File: src/lsbf_pkg.sv
// How it works
// - Off code zero keeps sink on
// - Codes 1 to 126: off for duration, then on
// - Off time is (code minus one) tenths
// - Code all ones holds sink dark
// - Fade-out field bits 7:4, full to zero
// - Fade-out: linear 50 ms, then 250 ms steps
// - Fade-in field bits 3:0, zero to full
// - Fade-in encoding matches fade-out encoding
package lsbf_pkg;

	// ------------------------------------------------------------
	// Register map
	// ------------------------------------------------------------
	localparam logic [7:0] LSBF_ADDR_OFF9 = 8'h21;
	localparam logic [7:0] LSBF_ADDR_FADE = 8'h22;
	localparam logic [7:0] LSBF_ADDR_STAT = 8'h30;
	localparam logic [6:0] LSBF_OFF9_RST = 7'h00;
	localparam logic [7:0] LSBF_FADE_RST = 8'h00;
	localparam int LSBF_FO_HI = 7;
	localparam int LSBF_FO_LO = 4;
	localparam int LSBF_FI_HI = 3;
	localparam int LSBF_FI_LO = 0;

	// ------------------------------------------------------------
	// Code points
	// ------------------------------------------------------------
	localparam logic [6:0] LSBF_OFF_CONT = 7'h00;
	localparam logic [6:0] LSBF_OFF_HOLD = 7'h7F;
	localparam logic [3:0] LSBF_FADE_LIN_MAX = 4'hA;
	localparam logic [5:0] LSBF_FADE_LONG_BASE = 6'h0F;
	localparam logic [5:0] LSBF_FADE_LONG_STEP = 6'h05;
	localparam logic [6:0] LSBF_LEVEL_FULL = 7'h7F;

	// ------------------------------------------------------------
	// Timing
	// ------------------------------------------------------------
	localparam int unsigned LSBF_CLK_KHZ = 100000;
	localparam int unsigned LSBF_OFF_STEP_MS = 100;
	localparam int unsigned LSBF_FADE_STEP_MS = 50;
	localparam int unsigned LSBF_OFF_STEP_CYC = LSBF_OFF_STEP_MS * LSBF_CLK_KHZ;
	localparam int unsigned LSBF_FADE_STEP_CYC = LSBF_FADE_STEP_MS * LSBF_CLK_KHZ;

	// ------------------------------------------------------------
	// Sequencer states
	// ------------------------------------------------------------
	typedef enum logic [5:0] {
		ST_IDLE     = 6'b00_0001,
		ST_FADE_IN  = 6'b00_0010,
		ST_ON       = 6'b00_0100,
		ST_FADE_OUT = 6'b00_1000,
		ST_OFF_WAIT = 6'b01_0000,
		ST_HOLD     = 6'b10_0000
	} lsbf_state_e;

	// Fade code to 50 ms units; same table both directions
	function automatic logic [5:0] lsbf_fade_units(input logic [3:0] code);
		logic [5:0] units;
		units = {2'b00, code};
		if (code > LSBF_FADE_LIN_MAX) begin
			units = LSBF_FADE_LONG_BASE + LSBF_FADE_LONG_STEP * {2'b00, code - 4'hB};
		end
		return units;
	endfunction

endpackage

File: src/lsbf_ramp_if.sv
`timescale 1ns/100ps
// Sequencer to ramp generator
interface lsbf_ramp_if;
	logic start;
	logic dir_up;
	logic clr;
	logic [5:0] units;
	logic [6:0] level;
	logic busy;
	modport ctrl (output start, output dir_up, output clr, output units, input level, input busy);
	modport ramp (input start, input dir_up, input clr, input units, output level, output busy);
endinterface

File: src/lsbf_sink9.sv
`timescale 1ns/100ps
module lsbf_sink9
	import lsbf_pkg::*;
#(
	parameter int unsigned OFF_STEP_CYC = LSBF_OFF_STEP_CYC,
	parameter int unsigned FADE_STEP_CYC = LSBF_FADE_STEP_CYC
) (
	// Clock and reset
	input wire logic sys_clk,
	input wire logic sys_rst,
	// Register port
	input wire logic [7:0] reg_addr,
	input wire logic [7:0] reg_wdata,
	input wire logic reg_wr,
	input wire logic reg_rd,
	output logic [7:0] reg_rdata,
	// Sink nine control
	input wire logic sink_enable,
	input wire logic on_expired,
	// Sink nine drive
	output logic [6:0] sink_level,
	output logic sink_on,
	output logic hold_off
);

	lsbf_ramp_if rif ();

	logic [6:0] off9_ff;
	logic [7:0] fade_ff;
	logic [7:0] rdata_ff;
	lsbf_state_e state_ff;
	lsbf_state_e nxt_state;
	logic start_ff;
	logic dir_up_ff;
	logic [5:0] units_ff;
	logic [31:0] pre_cnt_ff;
	logic [6:0] step_cnt_ff;
	logic sink_on_ff;
	logic hold_off_ff;
	logic ramp_done;
	logic [6:0] off_target;

	// ------------------------------------------------------------
	// Register file
	// ------------------------------------------------------------

	// Bit 7 of the off timer is reserved and not stored
	always_ff @(posedge sys_clk) begin
		if (sys_rst) begin
			off9_ff <= LSBF_OFF9_RST;
			fade_ff <= LSBF_FADE_RST;
		end else if (reg_wr) begin
			if (reg_addr == LSBF_ADDR_OFF9) begin
				off9_ff <= reg_wdata[6:0];
			end
			if (reg_addr == LSBF_ADDR_FADE) begin
				fade_ff <= reg_wdata;
			end
		end
	end

	// Read data valid the cycle after the strobe only
	always_ff @(posedge sys_clk) begin
		if (sys_rst) begin
			rdata_ff <= 8'h00;
		end else if (reg_rd) begin
			case (reg_addr)
				LSBF_ADDR_OFF9: rdata_ff <= {1'b0, off9_ff};
				LSBF_ADDR_FADE: rdata_ff <= fade_ff;
				LSBF_ADDR_STAT: rdata_ff <= {2'b00, state_ff};
				default: rdata_ff <= 8'h00;
			endcase
		end else begin
			rdata_ff <= 8'h00;
		end
	end

	// ------------------------------------------------------------
	// Blink sequencer
	// ------------------------------------------------------------

	// A ramp just started has not raised busy yet, so wait a cycle
	assign ramp_done = !start_ff && !rif.busy;
	assign off_target = off9_ff - 7'd1;

	// Next state
	always_comb begin
		nxt_state = state_ff;
		case (state_ff)
			ST_IDLE: begin
				if (sink_enable) nxt_state = ST_FADE_IN;
			end
			ST_FADE_IN: begin
				if (ramp_done) nxt_state = ST_ON;
			end
			ST_ON: begin
				if (on_expired && off9_ff != LSBF_OFF_CONT) nxt_state = ST_FADE_OUT;
			end
			ST_FADE_OUT: begin
				if (ramp_done) begin
					nxt_state = (off9_ff == LSBF_OFF_HOLD) ? ST_HOLD : ST_OFF_WAIT;
				end
			end
			ST_OFF_WAIT: begin
				if (off9_ff == LSBF_OFF_CONT || step_cnt_ff == off_target) nxt_state = ST_FADE_IN;
				else if (off9_ff == LSBF_OFF_HOLD) nxt_state = ST_HOLD;
			end
			ST_HOLD: begin
				if (off9_ff == LSBF_OFF_CONT) nxt_state = ST_FADE_IN;
			end
			default: nxt_state = ST_IDLE;
		endcase
		if (!sink_enable) nxt_state = ST_IDLE;
	end

	// State register
	always_ff @(posedge sys_clk) begin
		if (sys_rst) begin
			state_ff <= ST_IDLE;
		end else begin
			state_ff <= nxt_state;
		end
	end

	// Ramp launch on entry to a fade state
	always_ff @(posedge sys_clk) begin
		if (sys_rst) begin
			start_ff <= 1'b0;
			dir_up_ff <= 1'b0;
			units_ff <= 6'd0;
		end else begin
			start_ff <= (nxt_state != state_ff) && (nxt_state == ST_FADE_IN || nxt_state == ST_FADE_OUT);
			dir_up_ff <= (nxt_state == ST_FADE_IN);
			units_ff <= (nxt_state == ST_FADE_IN)
				? lsbf_fade_units(fade_ff[LSBF_FI_HI:LSBF_FI_LO])
				: lsbf_fade_units(fade_ff[LSBF_FO_HI:LSBF_FO_LO]);
		end
	end

	// Off time in 100 ms steps; code one leaves no wait at all
	always_ff @(posedge sys_clk) begin
		if (sys_rst) begin
			pre_cnt_ff <= 32'h0000_0000;
			step_cnt_ff <= 7'd0;
		end else if (state_ff != ST_OFF_WAIT) begin
			pre_cnt_ff <= 32'h0000_0000;
			step_cnt_ff <= 7'd0;
		end else if (pre_cnt_ff == OFF_STEP_CYC - 1) begin
			pre_cnt_ff <= 32'h0000_0000;
			step_cnt_ff <= step_cnt_ff + 7'd1;
		end else begin
			pre_cnt_ff <= pre_cnt_ff + 32'd1;
		end
	end

	// Drive flags
	always_ff @(posedge sys_clk) begin
		if (sys_rst) begin
			sink_on_ff <= 1'b0;
			hold_off_ff <= 1'b0;
		end else begin
			sink_on_ff <= (nxt_state == ST_FADE_IN || nxt_state == ST_ON || nxt_state == ST_FADE_OUT);
			hold_off_ff <= (nxt_state == ST_HOLD);
		end
	end

	assign rif.start = start_ff;
	assign rif.dir_up = dir_up_ff;
	assign rif.units = units_ff;
	assign rif.clr = (state_ff == ST_IDLE);

	lsbf_ramp #(
		.UNIT_CYC(FADE_STEP_CYC)
	) u_ramp (
		.sys_clk(sys_clk),
		.sys_rst(sys_rst),
		.rif(rif)
	);

	assign reg_rdata = rdata_ff;
	assign sink_level = rif.level;
	assign sink_on = sink_on_ff;
	assign hold_off = hold_off_ff;
endmodule // lsbf_sink9

File: src/lsbf_ramp.sv
`timescale 1ns/100ps
module lsbf_ramp
	import lsbf_pkg::*;
#(
	parameter int unsigned UNIT_CYC = LSBF_FADE_STEP_CYC
) (
	// Clock and reset
	input wire logic sys_clk,
	input wire logic sys_rst,
	// Sequencer side
	lsbf_ramp_if.ramp rif
);

	logic [31:0] acc_ff;
	logic [31:0] total_ff;
	logic [6:0] level_ff;
	logic busy_ff;
	logic up_ff;
	logic [31:0] nxt_acc;
	logic [6:0] target;

	assign nxt_acc = acc_ff + {25'd0, LSBF_LEVEL_FULL};
	assign target = rif.dir_up ? LSBF_LEVEL_FULL : 7'h00;
	assign rif.level = level_ff;
	assign rif.busy = busy_ff;

	// Bresenham stepping: exactly 127 steps over the full-scale time,
	// so a partial ramp keeps the full-scale rate; at most one step a
	// clock, so a full-scale time under 127 clocks is stretched to 127
	always_ff @(posedge sys_clk) begin
		if (sys_rst) begin
			acc_ff <= 32'h0000_0000;
			total_ff <= 32'h0000_0000;
			level_ff <= 7'h00;
			busy_ff <= 1'b0;
			up_ff <= 1'b0;
		end else if (rif.clr) begin
			level_ff <= 7'h00;
			busy_ff <= 1'b0;
		end else if (rif.start) begin
			up_ff <= rif.dir_up;
			acc_ff <= 32'h0000_0000;
			total_ff <= 32'(rif.units) * 32'(UNIT_CYC);
			if (rif.units == 6'd0) begin
				level_ff <= target;
				busy_ff <= 1'b0;
			end else begin
				busy_ff <= (level_ff != target);
			end
		end else if (busy_ff) begin
			if (nxt_acc >= total_ff) begin
				acc_ff <= nxt_acc - total_ff;
				level_ff <= up_ff ? level_ff + 7'd1 : level_ff - 7'd1;
				if ((up_ff && level_ff == LSBF_LEVEL_FULL - 7'd1) || (!up_ff && level_ff == 7'd1)) begin
					busy_ff <= 1'b0;
				end
			end else begin
				acc_ff <= nxt_acc;
			end
		end
	end
endmodule // lsbf_ramp

File: config.mk
export PLATFORM = sky130hd
export DESIGN_NAME = lsbf_sink9
export DESIGN_NICKNAME = d
export VERILOG_FILES = /design/src/lsbf_pkg.sv /design/src/lsbf_ramp_if.sv /design/src/lsbf_sink9.sv /design/src/lsbf_ramp.sv
export SDC_FILE = /design/constraint.sdc
export NUM_CORES = 1
export LEC_CHECK = 0
export ABC_AREA = 1
export BUFFER_PORTS_ARGS = -buffer_cell sky130_fd_sc_hd__buf_4
export CAP_MARGIN = 5
export CORE_ASPECT_RATIO = 1.5
export CORE_UTILIZATION = 58
export DETAILED_ROUTE_END_ITERATION = 10
export PLACE_DENSITY = 0.84
export SLEW_MARGIN = 10
export SYNTH_ARGS = -nofsm -noshare
export SYNTH_HDL_FRONTEND = slang
export SYNTH_SLANG_ARGS = --single-unit
export TNS_END_PERCENT = 5
File: constraint.sdc
create_clock -name sys_clk -period 3.7 [get_ports sys_clk]
set_input_delay 0.185 -clock sys_clk [delete_from_list [all_inputs] [get_ports sys_clk]]
set_output_delay 0.185 -clock sys_clk [all_outputs]
set_load 0.02 [all_outputs]
==> results_dict.tcl <==
set metrics [dict create \
    drt_first_pass_iters 5 \
    busiest_layer "met2" \
    rr_endpoint "u_ramp.rif.level[6]" \
    slew_headroom_pct 33.78 \
    ff2ff_setup_slack_ps 180 \
    die_y_um 170.5 \
    coreArea_um2 18550 \
    first_iter_violations 776 \
    finalWorstSetupSlack_ps 176.4 \
    h-tree-depth 4 \
    dpl-instance-area_um2 11810 \
    hold_viol_final 0 \
    cellLeakagePower_nw 5.823 \
    synthMuxAreaShare_pct 0 \
    yosysWarnings 0 \
    fin_skew_ps 6.520 \
    io_buffers 38 \
    grt_pass1_vias 10730 \
    irDropWorstVdd_mv 0.4062 \
    synth_edf_count 0 \
    num_vias 10930 \
    io_pins 39 \
    cp_max_fo 14 \
    cp.required_ps 4020 \
    clockBufferDepth 2 \
    stdcell_area_um2 12540 \
    min_period_ps 3524 \
    fin_nets 1849 \
    most-common-layout-cells "nand2_1, inv_1, nor2_1, a21oi_1, dfxtp_1" \
    slew_violations 0 \
    dp_slack_ps -10.67 \
    synthSimpleGateAreaFrac_pct 28.44 \
    synthAdderAreaFrac_pct 13.36 \
    synth_top_family_by_area "simple AND/OR/NAND/NOR gates" \
    yosysUniqueCellTypes 52 \
    diodes 0 \
    drc 0 \
    synth_xor_xnor_area_share_pct 6.782 \
    wl_um 30230 \
    synthCells 1634 \
    min_path_type "in -> reg" \
    vias_per_cell 5.516 \
    synth-compound-area-share_pct 15.88 \
    post_drt_wl_per_cell_um 15.25 \
    grt_first_pass_wirelength_um 49500 \
    worstSetupPathType "reg -> reg" \
    r2r_cells 19 \
    status "finished, final reports clean" \
    rsz0062_at_grt "true" \
    layout_commonest_cell "nand2_1" \
    async_flop_share_pct 0 \
    placed_cells 1945 \
    final_util_pct 67.63 \
    r2r_start "u_ramp.acc_ff[15]" \
    clk_pin_slew_ps 60 \
    final_antenna_net_count 0 \
    place.gp.congestion 1.025 \
    hold_start "reg_wdata[7]" \
    worst_pin_slew_ps 984.2 \
    worstHoldPathCells 3 \
    grt.met3_usage_pct 5.172 \
    grt_use_total_pct 32.19 \
    die_area_um2 19490 \
    finalSetupTns_ps 0 \
    die_w_um 114.3 \
    initial_core_util_pct 59.19 \
    avgSynthCellArea_um2 6.718 \
    cts_root_buf "clkbuf_16" \
    min_period_over_period_pct 95.23 \
    clock.fmax_mhz 283.8 \
    synth_fp_nets 1766 \
    area_growth_pct 14.27 \
    antenna_found_initial 0 \
    critPathLaunchType "flop" \
    maxCapViolations 0 \
    grt_overflow 0 \
    power_density_nw_per_um2 330.9 \
    num_rows 61 \
    clock_sinks 142 \
    synth-seq-cells 142 \
    critPathArrivalTime_ps 3850 \
    synthFlopType "dfxtp_1" \
    min_to "fade_ff[7]" \
    grt_use_met1_pct 30.97 \
    cts_tree "built" \
    finalSetupViolations 0 \
    dp_hpwl_um 23690 \
    synth_area_um2 10980 \
    grt_start_max_net_pins 54 \
    clk_latency_ps 440 \
    instances_no_fill 1982 \
    drive_above_1_share_pct 11.50 \
    numCtsBuffers 17 \
    use_met2_pct 60.34 \
    synth-seq-area-share_pct 25.90 \
    cp-end-kind "flop" \
]
[registers in the layout, summed over array words and instances, names as in the netlist]
| name | count |
|---|---|
| pre_cnt_ff | 32 |
| u_ramp.acc_ff | 32 |
| u_ramp.total_ff | 23 |
| fade_ff | 8 |
| reg_rdata | 8 |
| off9_ff | 7 |
| step_cnt_ff | 7 |
| u_ramp.rif.level | 7 |
| rif.units | 6 |
| state_ff | 6 |
| dir_up_ff | 1 |
| hold_off | 1 |
| rif.start | 1 |
| sink_on | 1 |
| u_ramp.rif.busy | 1 |
| u_ramp.up_ff | 1 |
[logic make-up after synthesis]
family	after synthesis
flops	142
xor+xnor	85
buf+inv	272
compound gates	315
simple gates	710
fa+ha+maj	110
[synth_stat cells (2+ instances only)]
| cell | instances | area share, % |
|---|---|---|
| a21o_1 | 5 | 0.34 |
| fa_1 | 12 | 2.2 |
| o21ai_0 | 97 | 4.4 |
| clkbuf_1 | 22 | 0.75 |
| inv_2 | 3 | 0.10 |
| buf_2 | 3 | 0.14 |
| a31oi_1 | 9 | 0.51 |
| or2_2 | 9 | 0.51 |
| nand4_1 | 37 | 2.1 |
| xnor2_1 | 40 | 3.2 |
| nor4_1 | 12 | 0.68 |
| nand3_1 | 88 | 4.0 |
| nor2_4 | 5 | 0.51 |
| inv_1 | 236 | 8.1 |
| nor3b_1 | 2 | 0.14 |
| nor2_2 | 13 | 0.74 |
| nand2_1 | 347 | 12 |
| xor2_1 | 45 | 3.6 |
| o21ai_1 | 7 | 0.32 |
| clkinv_1 | 2 | 0.068 |
| ha_1 | 98 | 11 |
| nand3_2 | 2 | 0.18 |
| buf_4 | 3 | 0.21 |
| a21oi_1 | 150 | 6.8 |
| nand2_2 | 6 | 0.34 |
| nor3_1 | 26 | 1.2 |
| o221ai_1 | 5 | 0.40 |
| buf_6 | 3 | 0.31 |
| nor2_1 | 152 | 5.2 |
| o21bai_1 | 6 | 0.41 |
| a21oi_2 | 6 | 0.48 |
| o211ai_1 | 14 | 0.96 |
| a211oi_1 | 6 | 0.41 |
| dfxtp_1 | 142 | 26 |
| nand3b_1 | 4 | 0.27 |
[timing repair]
item | 4_1_cts | 5_1_grt
buffers inserted | 0 | 3
endpoints found under the setup margin | 1 | 42
resized for setup | 1 | 31
cloned | 0 | 1
hold endpoints to repair | 1 | 0
hold buffers | 1 | 0
pin swaps | 0 | 5
[where the power goes]
part / internal, mW / leakage, nW / switching, mW
Combinational: 0.307 / 4.40 / 0.512
Sequential: 1.55 / 1.15 / 0.0146
Clock: 1.08 / 0.277 / 0.692
[cell type report]
class,count,area [µm²]
Sequential cell,142,2851
Clock inverter,13,166.4
Inverter,241,904.6
Clock buffer,19,442.9
Fill cell,1615,6003
Tap cell,252,315.3
Timing Repair Buffer,94,708.2
Multi-Input combinational cell,1221,7154
[per-stage QoR]
step / hold WS, ps / power (mW)
CTS: 17.06 / 4.119
global route: 33.64 / 4.315
global placement: 433.3 / 2.347
floorplan: 357.1 / 2.150
finish: 26.51 / 4.150
detailed placement: 434.9 / 2.359
[metal layers]
metal / wire length [µm] / vias up
li1: - / 5532
met1: 11250 / 4965
met2: 15690 / 296
met3: 1048 / 140
met4: 2249 / 0
met5: 0 / -
[worst max-delay path by stage]
stage                            from                  end  cells past startpoint
CTS                      rif.units[1]  u_ramp.total_ff[24]                     16
finish              u_ramp.acc_ff[15]  u_ramp.rif.level[6]                     19
global placement         rif.units[1]  u_ramp.total_ff[26]                     18
floorplan                rif.units[4]  u_ramp.total_ff[26]                     15
detailed placement       rif.units[1]  u_ramp.total_ff[26]                     18
global route        u_ramp.acc_ff[14]    u_ramp.acc_ff[30]                     20
[critical path: stages (launching register included)]
cell and delay, ps:
dfxtp_1 340, buf_4 120, nand2_1 160, nor4_1 480, nand4_1 210, xor2_1 260
inv_1 100, ha_4 290, nand2_1 80, nor2_2 160, nand3_1 110, nor3_1 140
nand2_1 90, nand3_1 110, nand2_2 110, nand2_4 170, a21oi_2 70, buf_4 180
o21ai_0 180, a21oi_1 60
(Power assumes the default switching activity.)
